## src/blrr_map.svh

```systemverilog
// Constants of the boot loader execute and reset command path
`ifndef BLRR_MAP_SVH
`define BLRR_MAP_SVH

`define BLRR_CMD_EXEC     8'h22
`define BLRR_CMD_RESET    8'h25
`define BLRR_LEN_EXEC     8'h07
`define BLRR_LEN_RESET    8'h03
`define BLRR_LEN_MIN      8'h03
`define BLRR_ACK          8'hCC
`define BLRR_NAK          8'h33
`define BLRR_PAD          8'h00
`define BLRR_ADDR_BYTES   3'h4

`endif

```

## src/blrr_pkg.sv

```systemverilog
// Types shared by the boot loader command ends
package blrr_pkg;
  typedef logic [7:0]  blrr_byte_t;
  typedef logic [31:0] blrr_addr_t;
endpackage

```

## src/blrr_link_if.sv

```systemverilog
// Byte link between host end and loader end
`timescale 1ns/1ns
`default_nettype none
interface blrr_link_if;
  logic [7:0] h2d_data;
  logic       h2d_valid;
  logic [7:0] d2h_data;
  logic       d2h_valid;
  modport host (output h2d_data, output h2d_valid, input d2h_data, input d2h_valid);
  modport dev  (input h2d_data, input h2d_valid, output d2h_data, output d2h_valid);
endinterface
`default_nettype wire

```

## src/blrr_dev.sv

```systemverilog
// Loader end: decodes execute and reset packets, answers, then acts
`timescale 1ns/1ns
`default_nettype none
`include "blrr_map.svh"

module blrr_dev
  import blrr_pkg::*;
(
  input  wire logic   core_clk,
  input  wire logic   rst,
  blrr_link_if.dev    link,
  output logic        run_req,
  output blrr_addr_t  run_addr,
  output logic        sw_reset_req
);

  // ----------------------------------------
  // Types and helpers
  // ----------------------------------------
  typedef enum logic [4:0] {
    BLRR_S_IDLE = 5'h01,
    BLRR_S_SUM  = 5'h02,
    BLRR_S_DATA = 5'h04,
    BLRR_S_ANS  = 5'h08,
    BLRR_S_ACT  = 5'h10
  } blrr_dstate_t;

  // Length within the sizes this path can carry
  function automatic logic len_ok(input blrr_byte_t len);
    len_ok = (len >= `BLRR_LEN_MIN) && (len <= `BLRR_LEN_EXEC);
  endfunction

  // Index of the last data byte for a length
  function automatic blrr_byte_t last_idx(input blrr_byte_t len);
    last_idx = len - `BLRR_LEN_MIN;
  endfunction

  // Modulo-256 sum
  function automatic blrr_byte_t sum8(input blrr_byte_t a, input blrr_byte_t b);
    sum8 = a + b;
  endfunction

  // ----------------------------------------
  // State
  // ----------------------------------------
  blrr_dstate_t state_ff;
  blrr_dstate_t nxt_state;
  blrr_byte_t   len_ff;
  blrr_byte_t   sum_ff;
  blrr_byte_t   acc_ff;
  blrr_byte_t   cmd_ff;
  blrr_byte_t   cnt_ff;
  blrr_addr_t   addr_ff;
  blrr_addr_t   run_addr_ff;
  logic         len_good_ff;
  logic         d2h_valid_ff;
  blrr_byte_t   d2h_data_ff;
  logic         run_ff;
  logic         rst_req_ff;

  // ----------------------------------------
  // Decode
  // ----------------------------------------
  wire logic       in_idle   = (state_ff == BLRR_S_IDLE);
  wire logic       in_sum    = (state_ff == BLRR_S_SUM);
  wire logic       in_data   = (state_ff == BLRR_S_DATA);
  wire logic       ans_now   = (state_ff == BLRR_S_ANS);
  wire logic       act_now   = (state_ff == BLRR_S_ACT);
  wire logic       byte_in   = link.h2d_valid;
  wire logic       first_nz  = byte_in && (link.h2d_data != `BLRR_PAD);
  wire logic       take_len  = in_idle && first_nz;
  wire logic       take_sum  = in_sum && byte_in;
  wire logic       take_data = in_data && byte_in;
  wire logic       take_cmd  = take_data && (cnt_ff == 8'h00);
  wire logic       take_addr = take_data && (cnt_ff != 8'h00);
  wire logic       last_data = take_data && (cnt_ff == last_idx(len_ff));
  wire logic       is_exec   = (cmd_ff == `BLRR_CMD_EXEC) &&
                               (len_ff == `BLRR_LEN_EXEC);
  wire logic       is_rst    = (cmd_ff == `BLRR_CMD_RESET) &&
                               (len_ff == `BLRR_LEN_RESET);
  wire logic       sum_match = (acc_ff == sum_ff);
  wire logic       pkt_good  = len_good_ff && sum_match && (is_exec || is_rst);
  wire logic       do_run    = act_now && is_exec;
  wire logic       do_rst    = act_now && is_rst;
  wire blrr_byte_t nxt_len   = len_ok(link.h2d_data) ? link.h2d_data : `BLRR_LEN_MIN;
  wire blrr_byte_t ans_byte  = pkt_good ? `BLRR_ACK : `BLRR_NAK;

  // ----------------------------------------
  // Sequencer
  // ----------------------------------------
  always_comb begin
    nxt_state = state_ff;
    case (state_ff)
      BLRR_S_IDLE: begin
        if (first_nz) begin
          nxt_state = BLRR_S_SUM;
        end
      end
      BLRR_S_SUM: begin
        if (byte_in) begin
          nxt_state = BLRR_S_DATA;
        end
      end
      BLRR_S_DATA: begin
        if (last_data) begin
          nxt_state = BLRR_S_ANS;
        end
      end
      BLRR_S_ANS: begin
        nxt_state = pkt_good ? BLRR_S_ACT : BLRR_S_IDLE;
      end
      BLRR_S_ACT: begin
        nxt_state = BLRR_S_IDLE;
      end
      default: begin
        nxt_state = BLRR_S_IDLE;
      end
    endcase
  end

  always_ff @(posedge core_clk or posedge rst) begin
    if (rst) begin
      state_ff <= BLRR_S_IDLE;
    end else begin
      state_ff <= nxt_state;
    end
  end

  // ----------------------------------------
  // Packet capture
  // ----------------------------------------
  // Length byte and its range flag
  always_ff @(posedge core_clk or posedge rst) begin
    if (rst) begin
      len_ff      <= 8'h00;
      len_good_ff <= 1'b0;
    end else if (take_len) begin
      len_ff      <= nxt_len;
      len_good_ff <= len_ok(link.h2d_data);
    end
  end

  // Checksum byte
  always_ff @(posedge core_clk or posedge rst) begin
    if (rst) begin
      sum_ff <= 8'h00;
    end else if (take_sum) begin
      sum_ff <= link.h2d_data;
    end
  end

  // Running sum and data byte count
  always_ff @(posedge core_clk or posedge rst) begin
    if (rst) begin
      acc_ff <= 8'h00;
      cnt_ff <= 8'h00;
    end else if (take_len) begin
      acc_ff <= 8'h00;
      cnt_ff <= 8'h00;
    end else if (take_data) begin
      acc_ff <= sum8(acc_ff, link.h2d_data);
      cnt_ff <= cnt_ff + 8'h01;
    end
  end

  // Command byte
  always_ff @(posedge core_clk or posedge rst) begin
    if (rst) begin
      cmd_ff <= 8'h00;
    end else if (take_len) begin
      cmd_ff <= 8'h00;
    end else if (take_cmd) begin
      cmd_ff <= link.h2d_data;
    end
  end

  // Address shifts in most significant byte first
  always_ff @(posedge core_clk or posedge rst) begin
    if (rst) begin
      addr_ff <= 32'h0000_0000;
    end else if (take_addr) begin
      addr_ff <= {addr_ff[23:0], link.h2d_data};
    end
  end

  // ----------------------------------------
  // Answer and action
  // ----------------------------------------
  // Answer stands one cycle, then the link idles at padding
  always_ff @(posedge core_clk or posedge rst) begin
    if (rst) begin
      d2h_valid_ff <= 1'b0;
      d2h_data_ff  <= 8'h00;
    end else begin
      d2h_valid_ff <= ans_now;
      d2h_data_ff  <= ans_now ? ans_byte : `BLRR_PAD;
    end
  end

  // Action pulses follow the answer by one cycle
  always_ff @(posedge core_clk or posedge rst) begin
    if (rst) begin
      run_ff     <= 1'b0;
      rst_req_ff <= 1'b0;
    end else begin
      run_ff     <= do_run;
      rst_req_ff <= do_rst;
    end
  end

  // Jump address presented with the jump request
  always_ff @(posedge core_clk or posedge rst) begin
    if (rst) begin
      run_addr_ff <= 32'h0000_0000;
    end else if (do_run) begin
      run_addr_ff <= addr_ff;
    end
  end

  assign link.d2h_valid = d2h_valid_ff;
  assign link.d2h_data  = d2h_data_ff;
  assign run_req        = run_ff;
  assign run_addr       = run_addr_ff;
  assign sw_reset_req   = rst_req_ff;

endmodule // blrr_dev
`default_nettype wire

```

## src/flat_wrapper.sv

```systemverilog
// flat-port wrapper written by rule: the top's interface ports become plain ports
module blrr_dev_flat import blrr_pkg::*;
  (core_clk, rst, run_req, run_addr, sw_reset_req, link_h2d_data, link_h2d_valid, link_d2h_data, link_d2h_valid);
  blrr_link_if link_i ();
  input  wire logic core_clk;
  input  wire logic rst;
  output logic run_req;
  output blrr_addr_t run_addr;
  output logic sw_reset_req;
  input wire logic [$bits(link_i.h2d_data)-1:0] link_h2d_data;
  input wire logic [$bits(link_i.h2d_valid)-1:0] link_h2d_valid;
  output wire logic [$bits(link_i.d2h_data)-1:0] link_d2h_data;
  output wire logic [$bits(link_i.d2h_valid)-1:0] link_d2h_valid;
  assign link_i.h2d_data = link_h2d_data;
  assign link_i.h2d_valid = link_h2d_valid;
  assign link_d2h_data = link_i.d2h_data;
  assign link_d2h_valid = link_i.d2h_valid;
  blrr_dev u_core (.core_clk(core_clk), .rst(rst), .link(link_i), .run_req(run_req), .run_addr(run_addr), .sw_reset_req(sw_reset_req));
endmodule
```

## config.mk

```make
export PLATFORM = sky130hd
export DESIGN_NAME = blrr_dev_flat
export DESIGN_NICKNAME = d
export VERILOG_FILES = /design/src/blrr_pkg.sv /design/src/blrr_link_if.sv /design/src/blrr_dev.sv /design/src/flat_wrapper.sv
export VERILOG_INCLUDE_DIRS = /design/src
export SDC_FILE = /design/constraint.sdc
export NUM_CORES = 1
export LEC_CHECK = 0
export ABC_AREA = 1
export CAP_MARGIN = 20
export CORE_ASPECT_RATIO = 0.5
export CORE_MARGIN = 2
export CORE_UTILIZATION = 37
export DETAILED_ROUTE_END_ITERATION = 16
export DONT_BUFFER_PORTS = 1
export HOLD_SLACK_MARGIN = 0.1
export PLACE_DENSITY = 0.63
export SYNTH_ARGS = -nofsm -noshare
export SYNTH_HDL_FRONTEND = slang
export SYNTH_SLANG_ARGS = --single-unit
```

## constraint.sdc

```tcl
create_clock -name core_clk -period 3.57 [get_ports core_clk]
set_input_delay 0.5355 -clock core_clk [delete_from_list [all_inputs] [get_ports core_clk]]
set_output_delay 0.5355 -clock core_clk [all_outputs]
set_load 0.02 [all_outputs]
```

==> flow_summary.yaml <==
pwr:
  powerDensity_nw_per_um2: 649
  leakage_uw: 0.00320
  vdd_drop_max_mv: 0.334
setup_path:
  rrSetupSlack_ns: 1.31
  worstSetupStartpointType: "flip-flop"
  r2r_start: "u_core.len_ff[0]"
  cp.required_ns: 3.84
  r2r_end: "u_core.run_addr[21]"
  reg2reg_depth: 6
  end_kind: "flip-flop"
  critPathKind: "reg2reg"
  worstPathArrival_ns: 2.53
  cp_max_fo: 64
global_route:
  grt-ovfl-total: 0
  grt_pass1_vias: 4296
  grt_usage: 0.163
  antenna_found_initial: 0
  grt_pass1_wl_um: 21400
  grt_max_degree: 65
cells_and_area:
  multiInputGateArea_sq_um: 2260
  fillers: 1504
  nets: 689
  seq_area_sq_um: 2880
  fin_area_sq_um: 6480
  area_growth_pct: 12.8
  diodes: 0
  layout-drive-gt1-share: 0.119
  stdcell_count: 882
logic_synthesis:
  synth_top_cell_by_area: "dfrtp_1"
  syn_inst: 668
  ys.flop_type: "dfrtp_1"
  yosys_warnings: 0
  synth_top_cell_area_share: 0.496
  synth_fp_nets: 690
  synth_edf_count: 0
  synth_area_sq_um: 5750
  syn_area_per_cell_sq_um: 8.61
  ys_types: 40
  yosys-top-cells-area: "dfrtp_1 50%, nand2_1 11%, inv_1 6.5%, o21ai_2 4.6%, o21ai_1 3.2%"
  ys_seq_area_frac: 0.501
  async_reset_ff_frac: 1.00
  ys_seq_elements: 115
die:
  dieArea_sq_um: 16600
  die_x_um: 180
  num_rows: 32
  io_pins: 54
  core_area_sq_um: 15300
  start_util: 0.376
  die_h_um: 92.2
timing:
  period_share: 0.634
  hold_viol: 0
  max_freq_mhz: 442
  finClkSkew_ns: 0.0147
  setup_viol: 0
  slew-limit-headroom: 0.420
  final.setup.worst_slack_ns: 1.31
  tightest_slew_ns: 0.870
  fin_crit_ns: 2.26
  setup_tns_ns: 0
  rsz0062_at_grt: "false"
  slew_viol_final: 0
placed_design:
  pre_cts_ws_ns: 1.29
  gp_congestion: 0.860
  placed_cells: 850
  io_buffers: 0
  dp_hpwl_um: 8550
  placed_area_sq_um: 5820
detailed_routing:
  wl_per_cell_um: 14.1
  dr.pass1.iters: 4
  wl_um: 12400
  final_antenna_net_count: 0
  drc: 0
  drt-vias-per-instance: 4.83
  via_count: 4261
  drtIter0Drc: 343
clocking:
  post_cts_buffers: 0
  clk_pin_slew_ns: 0.06
  cts_buffers: 17
  numClockSinks: 115
  insertion_delay_ns: 0.42
  cts-root-buf: "clkbuf_16"
  clock_tree.buffer_depth: 2
  htreeDepth: 4
  cts_tree: "built"
hold_path:
  hold_path_depth: 2
  hp-start: "link_h2d_data[0]"
  min_path_type: "in2reg"
  holdPathEnd: "u_core.addr_ff[0]"
run:
  maxCapViolCount: 0
run_status:
  status: "finished clean"
==> cell type report <==
cell class / count / share of cell area
Sequential cell: 115 / 0.444
Multi-Input combinational cell: 425 / 0.349
Clock buffer: 21 / 0.0695
Inverter: 104 / 0.0612
Tap cell: 204 / 0.0394
Clock inverter: 9 / 0.0278
Timing Repair Buffer: 4 / 0.00888
==> logic make-up after synthesis <==
group	count (synthesis)	synth area share
AOI/OAI and AO/OA	117	0.124
buffers and inverters	128	0.106
and+or+nand+nor	282	0.222
DFF	115	0.501
adders and majority gates	11	0.0252
xor gates and xnor gates	14	0.0213
muxes	1	0.00196
==> sequential cells by signal, indices dropped and copies added, names as in the netlist <==
register	count
u_core.run_addr	32
u_core.run_req	1
u_core.cnt_ff	8
u_core.state_ff	5
u_core.link.d2h_valid	1
u_core.link.d2h_data	2
u_core.len_ff	8
u_core.sum_ff	8
u_core.addr_ff	32
u_core.cmd_ff	8
u_core.sw_reset_req	1
u_core.len_good_ff	1
u_core.acc_ff	8
==> through the flow <==
stage          total power (uW)   util  hold WS (ns)
2_1_floorplan              2210      -         0.459
3_3_place_gp               2360  0.381         0.465
3_5_place_dp               2380  0.381         0.471
4_1_cts                    4230  0.422         0.235
5_1_grt                    4440  0.424         0.259
6_report                   4210  0.424         0.263
==> per-layer routing <==
| layer | global-route usage | routed length, um |
|---|---|---|
| met5 | 0 | 0 |
| met4 | 0.0632 | 202 |
| met3 | 0.0429 | 774 |
| met2 | 0.259 | 5700 |
| met1 | 0.213 | 5750 |
==> synth_stat cells (3+ instances only) <==
library cell	count
nand2_1	162
dfrtp_1	114
inv_1	100
nor2_1	47
o21ai_1	37
nand3_1	35
o21ai_2	30
o21ai_0	29
a21oi_1	15
nand4_1	12
buf_6	11
buf_4	10
ha_1	10
xor2_1	9
nor3_1	7
xnor2_1	5
buf_2	3
inv_2	3
nor2_2	3
==> what timing repair did <==
action / 4_1_cts / 5_1_grt
endpoints found under the hold margin: 0 / 3
hold buffers: 0 / 1
gates resized for setup: 0 / 0
==> cells in the final DEF, fill, tap and decap left out, types with 3 or more instances in the layout <==
cell type / synthesis / routed
nand4_1: 12 / 12
inv_1: 100 / 99
nand2_1: 162 / 162
bufinv_16: 0 / 5
inv_2: 3 / 3
nor2_1: 47 / 47
xnor2_1: 5 / 5
o21ai_1: 37 / 37
o21ai_0: 29 / 29
nor3_1: 7 / 7
clkbuf_1: 0 / 3
dfrtp_1: 114 / 114
clkbuf_16: 0 / 17
xor2_1: 9 / 9
nand3_1: 35 / 35
nor2_2: 3 / 3
o21ai_2: 30 / 30
a21oi_1: 15 / 15
ha_1: 10 / 10
==> where the power goes <==
| group | switching, uW | total, uW | internal (uW) |
|---|---|---|---|
| clock network | 590 | 1840 | 1250 |
| logic | 485 | 734 | 248 |
| registers | 132 | 1640 | 1500 |
| total | 1210 | 4210 | 3000 |
==> worst max path at each step <==
stage,startpoint,endpoint,slack [ns],depth (start not counted)
2_1_floorplan,rst,u_core.acc_ff[0],1.64,1
3_3_place_gp,u_core.len_ff[0],u_core.run_addr[12],1.34,6
3_5_place_dp,u_core.len_ff[0],u_core.run_addr[21],1.29,6
4_1_cts,u_core.len_ff[0],u_core.run_addr[9],1.28,6
5_1_grt,u_core.len_ff[0],u_core.run_addr[10],1.05,6
6_report,u_core.len_ff[0],u_core.run_addr[21],1.31,6
==> critical path, stage by stage (launching register included) <==
cell and delay [ns]:
dfrtp_1 0.38, ha_1 0.24, inv_1 0.15, nor4_4 0.29, nand3_4 0.68, nand2_1 0.28, o21ai_2 0.07
Note: power is estimated with default switching activity, not from simulation.
